--- src/verilog/mcwsx_pkg.sv ---
// package: opcodes, field positions, reset values and cycle counts of the decoder
package mcwsx_pkg;
  localparam int          WORD_W          = 16;
  localparam int          PC_W            = 10;
  localparam int          ROWS            = 6;
  localparam int          ALU_REGS        = 8;
  // opcode patterns
  localparam logic [10:0] WAIT5_OP        = 11'h1a8;   // bits 15:5 = 00110101000
  localparam logic [10:0] WAIT6_OP        = 11'h1b3;   // bits 15:5 = 00110110011
  localparam logic [15:0] SPIWR_OP        = 16'h3541;
  localparam logic [12:0] XOR_OP          = 13'h05da;  // bits 15:3 = 0010111011010
  localparam int          WAIT_OP_LSB     = 5;
  localparam int          XOR_OP_LSB      = 3;
  // reset values
  localparam logic [15:0] WORD_RST        = 16'h0000;
  localparam logic [9:0]  PC_RST          = 10'h000;
  localparam logic [15:0] ALL_ONES        = 16'hffff;
  // backdoor write occupies two core cycles
  localparam logic [1:0]  SPIWR_CYCLES    = 2'h2;
  typedef enum logic [1:0] {
    MCWSX_RUN  = 2'b00,
    MCWSX_WAIT = 2'b01,
    MCWSX_SPI  = 2'b10
  } mcwsx_state_t;
endpackage

--- src/verilog/mcwsx_wait_sel.sv ---
// wait-row selector: maps a wait opcode's five-bit field to a six-bit row enable mask
module mcwsx_wait_sel
  import mcwsx_pkg::*;
(
  // operand
  input  wire logic [4:0]      field,
  input  wire logic            row6_variant,
  // decoded rows
  output logic [ROWS-1:0]      row_enable
);
  logic [5:0] code;

  // six-bit selector code, then table decode of combinations
  always_comb begin
    code       = {row6_variant, field};
    row_enable = '0;
    if (!code[5]) begin
      row_enable = {1'b0, code[4:0]};
    end else begin
      unique case (code[4:0])
        5'h00: row_enable = 6'h20;
        5'h01: row_enable = 6'h21;
        5'h02: row_enable = 6'h22;
        5'h03: row_enable = 6'h24;
        5'h04: row_enable = 6'h28;
        5'h05: row_enable = 6'h30;
        5'h06: row_enable = 6'h23;
        5'h07: row_enable = 6'h25;
        5'h08: row_enable = 6'h29;
        5'h09: row_enable = 6'h31;
        5'h0a: row_enable = 6'h26;
        5'h0b: row_enable = 6'h2a;
        5'h0c: row_enable = 6'h32;
        5'h0d: row_enable = 6'h2c;
        5'h0e: row_enable = 6'h38;
        5'h0f: row_enable = 6'h27;
        5'h10: row_enable = 6'h2b;
        5'h11: row_enable = 6'h33;
        5'h12: row_enable = 6'h2d;
        5'h13: row_enable = 6'h35;
        5'h14: row_enable = 6'h39;
        5'h15: row_enable = 6'h2e;
        5'h16: row_enable = 6'h36;
        5'h17: row_enable = 6'h3a;
        5'h18: row_enable = 6'h3c;
        5'h19: row_enable = 6'h2f;
        5'h1a: row_enable = 6'h37;
        5'h1b: row_enable = 6'h3b;
        5'h1c: row_enable = 6'h3d;
        5'h1d: row_enable = 6'h3f;
        default: row_enable = 6'h00;  // codes 111110, 111111 unassigned
      endcase
    end
  end
endmodule

--- src/verilog/mcwsx_core.sv ---
// core: decodes and executes wait, backdoor spi write and xor instructions
// Summary of operation
// - wait without row 6: opcode 00110101000
// - wait with row 6: opcode 00110110011
// - wait holds counter, fired row loads destination
// - six-bit row selector, zero waits forever
// - backdoor write issues one-word request
// - address sampled at issue
// - data sampled at issue
// - backdoor write takes two cycles
// - next-instruction register change does not alter the write
// - backdoor write opcode 0011010101000001
// - address source may be immediate register
// - xor operand with immediate, write back
// - mask zero flag on result 0000h
// - mask ones flag on result ffffh
// - xor opcode bits 15:3 0010111011010
module mcwsx_core
  import mcwsx_pkg::*;
(
  // clock and reset
  input  wire logic                  core_clk,
  input  wire logic                  rstn,
  // instruction fetch
  input  wire logic [WORD_W-1:0]     instr,
  input  wire logic                  instr_valid,
  output logic                       instr_ready,
  output logic [PC_W-1:0]            microprogram_counter,
  // wait table
  input  wire logic [ROWS-1:0]       wait_cond,
  input  wire logic [ROWS*PC_W-1:0]  wait_dest,
  output logic [ROWS-1:0]            wait_rows_reg,
  output logic                       waiting,
  // spi backdoor source registers
  input  wire logic [WORD_W-1:0]     spi_addr_value,
  input  wire logic [WORD_W-1:0]     spi_data_value,
  input  wire logic                  addr_from_imm,
  // spi backdoor request
  output logic                       spi_wr_req,
  output logic [WORD_W-1:0]          spi_wr_addr,
  output logic [WORD_W-1:0]          spi_wr_data,
  output logic                       spi_wr_done,
  // alu
  input  wire logic [WORD_W-1:0]     alu_immediate_reg,
  input  wire logic [ALU_REGS*WORD_W-1:0] alu_regs_in,
  output logic                       alu_we,
  output logic [2:0]                 alu_wsel,
  output logic [WORD_W-1:0]          alu_wdata,
  output logic                       mask_zero_flag,
  output logic                       mask_ones_flag
);
  mcwsx_state_t      state_reg;
  logic [PC_W-1:0]   pc_reg;
  logic [ROWS-1:0]   sel_rows;
  logic [ROWS-1:0]   fired;
  logic              is_wait5;
  logic              is_wait6;
  logic              is_spiwr;
  logic              is_xor;
  logic              issue;
  logic [1:0]        spi_cnt_reg;
  logic [WORD_W-1:0] source_operand;
  logic [WORD_W-1:0] xor_result;
  logic [PC_W-1:0]   dest_next;
  logic              fire_any;

  // opcode decode
  assign is_wait5 = instr[15:WAIT_OP_LSB] == WAIT5_OP;
  assign is_wait6 = instr[15:WAIT_OP_LSB] == WAIT6_OP;
  assign is_spiwr = instr == SPIWR_OP;
  assign is_xor   = instr[15:XOR_OP_LSB] == XOR_OP;
  assign issue    = instr_valid && instr_ready;

  mcwsx_wait_sel u_sel (
    .field        (instr[4:0]),
    .row6_variant (is_wait6),
    .row_enable   (sel_rows)
  );

  // handshake: new instruction accepted only while running
  assign instr_ready          = state_reg == MCWSX_RUN;
  assign waiting              = state_reg == MCWSX_WAIT;
  assign microprogram_counter = pc_reg;

  // lowest enabled row that fires wins
  assign fired = wait_rows_reg & wait_cond;
  assign fire_any = |fired;
  always_comb begin
    dest_next = pc_reg;
    for (int i = ROWS - 1; i >= 0; i--) begin
      if (fired[i]) begin
        dest_next = wait_dest[i*PC_W +: PC_W];
      end
    end
  end

  // sequencer
  always_ff @(posedge core_clk or negedge rstn) begin
    if (!rstn) begin
      state_reg <= MCWSX_RUN;
    end else begin
      unique case (state_reg)
        MCWSX_RUN: begin
          if (issue && (is_wait5 || is_wait6)) begin
            state_reg <= MCWSX_WAIT;
          end else if (issue && is_spiwr) begin
            state_reg <= MCWSX_SPI;
          end
        end
        MCWSX_WAIT: begin
          if (fire_any) begin
            state_reg <= MCWSX_RUN;
          end
        end
        MCWSX_SPI: begin
          if (spi_cnt_reg == SPIWR_CYCLES - 2'h1) begin
            state_reg <= MCWSX_RUN;
          end
        end
        default: state_reg <= MCWSX_RUN;
      endcase
    end
  end

  // active row mask latched at wait issue; zero mask never fires
  always_ff @(posedge core_clk or negedge rstn) begin
    if (!rstn) begin
      wait_rows_reg <= '0;
    end else if (issue && (is_wait5 || is_wait6)) begin
      wait_rows_reg <= sel_rows;
    end else if (state_reg == MCWSX_WAIT && fire_any) begin
      wait_rows_reg <= '0;
    end
  end

  // program counter: hold during wait and spi, jump on fired row
  always_ff @(posedge core_clk or negedge rstn) begin
    if (!rstn) begin
      pc_reg <= PC_RST;
    end else if (state_reg == MCWSX_WAIT) begin
      pc_reg <= dest_next;
    end else if (state_reg == MCWSX_SPI) begin
      if (spi_cnt_reg == SPIWR_CYCLES - 2'h1) begin
        pc_reg <= pc_reg + 10'h001;
      end
    end else if (issue && !(is_wait5 || is_wait6) && !is_spiwr) begin
      pc_reg <= pc_reg + 10'h001;
    end
  end

  // backdoor write: operands sampled at issue; later changes do not affect the write
  always_ff @(posedge core_clk or negedge rstn) begin
    if (!rstn) begin
      spi_wr_addr <= WORD_RST;
      spi_wr_data <= WORD_RST;
    end else if (issue && is_spiwr) begin
      spi_wr_addr <= addr_from_imm ? alu_immediate_reg : spi_addr_value;
      spi_wr_data <= spi_data_value;
    end
  end

  // request pulse and completion count
  always_ff @(posedge core_clk or negedge rstn) begin
    if (!rstn) begin
      spi_wr_req  <= 1'b0;
      spi_wr_done <= 1'b0;
      spi_cnt_reg <= 2'h0;
    end else begin
      spi_wr_req  <= issue && is_spiwr;
      spi_wr_done <= state_reg == MCWSX_SPI && spi_cnt_reg == SPIWR_CYCLES - 2'h1;
      if (issue && is_spiwr) begin
        spi_cnt_reg <= 2'h1;
      end else if (state_reg == MCWSX_SPI) begin
        spi_cnt_reg <= spi_cnt_reg + 2'h1;
      end else begin
        spi_cnt_reg <= 2'h0;
      end
    end
  end

  // xor datapath
  assign source_operand = alu_regs_in[instr[2:0]*WORD_W +: WORD_W];
  assign xor_result     = source_operand ^ alu_immediate_reg;

  // xor write-back and flags, one cycle
  always_ff @(posedge core_clk or negedge rstn) begin
    if (!rstn) begin
      alu_we         <= 1'b0;
      alu_wsel       <= 3'h0;
      alu_wdata      <= WORD_RST;
      mask_zero_flag <= 1'b0;
      mask_ones_flag <= 1'b0;
    end else begin
      alu_we <= issue && is_xor;
      if (issue && is_xor) begin
        alu_wsel       <= instr[2:0];
        alu_wdata      <= xor_result;
        mask_zero_flag <= xor_result == WORD_RST;
        mask_ones_flag <= xor_result == ALL_ONES;
      end
    end
  end

  // assertions
  a_wait_holds_pc: assert property (@(posedge core_clk) disable iff (!rstn)
    state_reg == MCWSX_WAIT && !fire_any |=> $stable(pc_reg))
    else $error("pc moved during wait");
  a_wait_jump_dest: assert property (@(posedge core_clk) disable iff (!rstn)
    state_reg == MCWSX_WAIT && fire_any |=> pc_reg == $past(dest_next)
      && state_reg == MCWSX_RUN)
    else $error("wait did not jump to destination");
  a_zero_mask_stays: assert property (@(posedge core_clk) disable iff (!rstn)
    issue && is_wait5 && instr[4:0] == 5'h00 |=> waiting [*8])
    else $error("zero row mask left wait");
  a_wait6_has_row6: assert property (@(posedge core_clk) disable iff (!rstn)
    issue && is_wait6 && instr[4:0] != 5'h1e && instr[4:0] != 5'h1f
      |=> wait_rows_reg[5])
    else $error("row6 wait lacks row 6");
  a_wait5_no_row6: assert property (@(posedge core_clk) disable iff (!rstn)
    issue && is_wait5 |=> !wait_rows_reg[5] && waiting)
    else $error("row6 enabled in row1-5 wait");
  // ready returns, with the done pulse, at the second edge after issue
  a_spi_two_cycles: assert property (@(posedge core_clk) disable iff (!rstn)
    issue && is_spiwr |=> spi_wr_req && !instr_ready
      ##1 instr_ready && spi_wr_done && !spi_wr_req)
    else $error("backdoor write timing wrong");
  a_spi_operands: assert property (@(posedge core_clk) disable iff (!rstn)
    issue && is_spiwr |=> spi_wr_data == $past(spi_data_value)
      && spi_wr_addr == ($past(addr_from_imm) ? $past(alu_immediate_reg)
      : $past(spi_addr_value)))
    else $error("backdoor operands not sampled at issue");
  a_xor_result: assert property (@(posedge core_clk) disable iff (!rstn)
    issue && is_xor |=> alu_we && alu_wdata == ($past(source_operand)
      ^ $past(alu_immediate_reg)))
    else $error("xor result wrong");
  a_xor_zero_flag: assert property (@(posedge core_clk) disable iff (!rstn)
    alu_we |-> mask_zero_flag == (alu_wdata == 16'h0000))
    else $error("mask zero flag wrong");
  a_xor_ones_flag: assert property (@(posedge core_clk) disable iff (!rstn)
    alu_we |-> mask_ones_flag == (alu_wdata == 16'hffff))
    else $error("mask ones flag wrong");
  a_xor_one_cycle: assert property (@(posedge core_clk) disable iff (!rstn)
    issue && is_xor |=> instr_ready && pc_reg == $past(pc_reg) + 10'h001)
    else $error("xor not single cycle");

  c_wait_fire: cover property (@(posedge core_clk) disable iff (!rstn)
    waiting && fire_any);
  c_spi_write: cover property (@(posedge core_clk) disable iff (!rstn) spi_wr_done);
  c_xor_zero: cover property (@(posedge core_clk) disable iff (!rstn)
    alu_we && mask_zero_flag);
  c_xor_ones: cover property (@(posedge core_clk) disable iff (!rstn)
    alu_we && mask_ones_flag);
endmodule

--- config.mk ---
export PLATFORM = sky130hd
export DESIGN_NAME = mcwsx_core
export DESIGN_NICKNAME = d
export VERILOG_FILES = /design/src/verilog/mcwsx_pkg.sv /design/src/verilog/mcwsx_wait_sel.sv /design/src/verilog/mcwsx_core.sv
export SDC_FILE = /design/constraint.sdc
export NUM_CORES = 1
export LEC_CHECK = 0
export BUFFER_PORTS_ARGS = -buffer_cell sky130_fd_sc_hd__buf_2
export CAP_MARGIN = 10
export CORE_AREA = 2 2 132 134
export CTS_BUF_LIST = sky130_fd_sc_hd__clkbuf_8
export CTS_CLUSTER_SIZE = 30
export DETAILED_ROUTE_END_ITERATION = 10
export DIE_AREA = 0 0 134 136
export PLACE_DENSITY_LB_ADDON = 0.08
export SYNTH_ARGS = -nofsm -noshare
export SYNTH_HDL_FRONTEND = slang
export SYNTH_SLANG_ARGS = --single-unit
--- constraint.sdc ---
create_clock -name core_clk -period 2.25 [get_ports core_clk]
set_input_delay 0.3375 -clock core_clk [delete_from_list [all_inputs] [get_ports core_clk]]
set_output_delay 0.3375 -clock core_clk [all_outputs]
set_load 0.005 [all_outputs]
==> impl_metrics.tcl <==
set metrics [dict create \
    clk_path_buf_depth 2 \
    r2r_end "mask_zero_flag" \
    syn2layout_area_growth_pct 45.64 \
    power_switching_uw 1125 \
    ys_seq_area_frac 0.3446 \
    p_clk_frac 0.283 \
    start_util 0.3270 \
    crit_chain "inv_1, ha_2, nand4b_1, or4_1, nor4_1, nand3_1, o21ai_0" \
    hpwl_um 17390 \
    seqPwrFrac 0.431 \
    p_sw_frac 0.3169 \
    nFillCells 1728 \
    syn_nets 903 \
    place_congestion 0.8547 \
    p_per_area_mw_per_mm2 441.7 \
    ff2ff_setup_slack_ns 0.19 \
    yosysTopAreaCell "dfrtp_1" \
    routed-via-count 6063 \
    min_period_over_period 0.9153 \
    die_area_mm2 0.01822 \
    clk_pin_slew_ns 0.09 \
    crit_path_max_incr_delay_ns 0.51 \
    r2r_cells 7 \
    rows 48 \
    core_mm2 0.01688 \
    post-route-util 0.4763 \
    finalMaxSlewViolations 0 \
    dp_cells 1204 \
    track_usage 0.2282 \
    start_kind "flip-flop" \
    fin_cells 1223 \
    crit_slowest_cell "or4_1" \
    r2r-start "state_reg[0]" \
    yosys_warnings 0 \
    synthTopCellsByArea "dfrtp_1 34%, mux2i_1 13%, nand2_1 5.2%" \
    worst-path-stages 7 \
    leakagePower_uw 0.004319 \
    syn_avg_cell_area_um2 8.774 \
    pre_cts_slack_ns -0.08432 \
    port_buffers 335 \
    cts_max_level 3 \
    cap_violations 0 \
    drt-total-wl_um 21100 \
    largest_registers "alu_wdata (16), spi_wr_addr (16), spi_wr_data (16)" \
    cp-endpoint "mask_zero_flag" \
    drc 0 \
    first_global_vias 5960 \
    drt_iter0_drc 302 \
    detail-route-antenna-nets 0 \
    worstSkewPairLatency_ns 0.36 \
    fin_skew_ns 0.01268 \
    ir_drop_uv 245.3 \
    cp_top_family "simple AND/OR/NAND/NOR gates" \
    avgRoutedWirePerCell_um 17.25 \
    yosys.area.top_type_share 0.3446 \
    postCtsSetupRepairBufs 0 \
    rsz0062_at_grt "false" \
    worst_slack_ns 0.1906 \
    dr.pass1.iters 4 \
    synth_ff_type "dfrtp_1" \
    post-route-min-period_ns 2.059 \
    io_pins 336 \
    comb_power_share 0.286 \
    die_h_um 136 \
    grt_pass1_wl_um 31950 \
    fmax_mhz 485.6 \
    hold_path.class "input port to flip-flop" \
    drive_above_1_share 0.4468 \
    slew_headroom 0.6113 \
    cts_root_buf "clkbuf_8" \
    cts_made_buffers 9 \
    netlist_area_mm2 0.005519 \
    synthCells 629 \
    worstPathMaxFanout 4 \
    cp-startpoint "state_reg[0]" \
    fp.dieW_um 134 \
    crit_type "flip-flop to flip-flop" \
    async_flop_share 1.000 \
    ys_ff_latch 76 \
    internal_power_uw 2425 \
    cts_tree "built" \
    ys_types 55 \
    gr-total-overflow 0 \
    tightest_slew_ns 0.5831 \
    antenna_found_initial 2 \
    grt_max_degree 49 \
    synth_edf_count 0 \
    arrival_ns 2.35 \
    viasPerCell 4.957 \
    endpoint_kind "flip-flop" \
    hold_viol_final 0 \
    cp.required_ns 2.54 \
    cts.sinks 76 \
    nets 1265 \
    setup_viol 0 \
    crit_buf_inv 1 \
    status "completed" \
    finalPower_uw 3550 \
]
==> layout make-up <==
cell class | count | area (um2) | area share
multi-input cells | 496 | 3378 | 0.4203
diodes | 2 | 5.005 | 0.0006227
clock inverters | 5 | 36.28 | 0.004514
well taps | 225 | 281.5 | 0.03502
inverters | 13 | 48.80 | 0.006071
repair buffers | 395 | 2235 | 0.2780
clock buffers | 11 | 151.4 | 0.01884
flip-flops and latches | 76 | 1902 | 0.2366
==> worst min-delay path by stage <==
stage / start / endpoint / slack (ns) / cells after the start
2_1_floorplan: rstn / alu_wdata[0] / 0.04 / 0
3_3_place_gp: rstn / microprogram_counter[0] / 0.31 / 1
3_5_place_dp: rstn / microprogram_counter[0] / 0.31 / 1
4_1_cts: spi_data_value[15] / spi_wr_data[15] / 0.18 / 2
5_1_grt: spi_data_value[8] / spi_wr_data[8] / 0.17 / 2
6_report: spi_data_value[0] / spi_wr_data[0] / 0.20 / 2
==> per-stage QoR <==
stage	setup TNS [ns]	area, um2	hold WS (ns)
floorplan	-0.05225	5530	0.04191
global placement	-0.1444	7826	0.3120
detailed placement	-0.6030	7826	0.3082
CTS	0	8024	0.1768
global route	0	8038	0.1718
finish	0	8038	0.2041
==> logic make-up after synthesis <==
group                    synth area share
AO/OA/AOI/OAI                      0.1859
flip-flops                         0.3446
AND/OR/NAND/NOR                    0.1743
buffers and inverters             0.04602
multiplexers                       0.1950
adder cells (fa/ha/maj)           0.02720
XOR/XNOR                          0.02698
==> cell usage in the layout, fill, tap and decap left out, drive strengths merged, types with 3 or more instances in the layout <==
cell	n
a2111oi	3
a211oi	10
a21oi	48
a221oi	3
a22o	6
a311oi	12
a31oi	4
and2	4
and3	3
buf	394
clkbuf	11
clkinv	5
dfrtp	76
ha	12
inv	13
mux2	23
mux2i	70
mux4	5
nand2	77
nand2b	6
nand3	20
nand4	3
nor2	59
nor3	11
nor4	8
o21ai	35
o22ai	27
xnor2	12
xor2	5
==> power by group through the flow <==
stage / Combinational [uW] / Clock [uW] / Sequential (uW)
6_report: 1010 / 1000 / 1530
3_3_place_gp: 1020 / 0 / 1560
2_1_floorplan: 479 / 0 / 1540
3_5_place_dp: 1020 / 0 / 1560
5_1_grt: 1130 / 1110 / 1550
4_1_cts: 1020 / 1050 / 1530
==> timing repair <==
item,4_1_cts,5_1_grt
gates resized for setup,0,3
hold endpoints to repair,28,0
setup endpoints to repair,0,13
hold buffers,1,0
==> metal layers <==
metal  up-vias  wire, um  track usage
met3        26      1263      0.03729
met1      2764      8874       0.2860
met2       237     10510       0.3986
met4         0       454      0.07861
met5         -         0            0
li1       3036         -            -
==> synth_stat cells (all sizes together) (10+ instances only) <==
master and instances:
nand2 77, dfrtp 76, mux2i 70, nor2 59, a21oi 48, o21ai 35, o22ai 27, clkbuf 25
mux2 23, nand3 20, buf 19, inv 13, a311oi 12, ha 12, xnor2 12, nor3 11
a211oi 10
No activity file was read; power rests on OpenSTA's default activity.
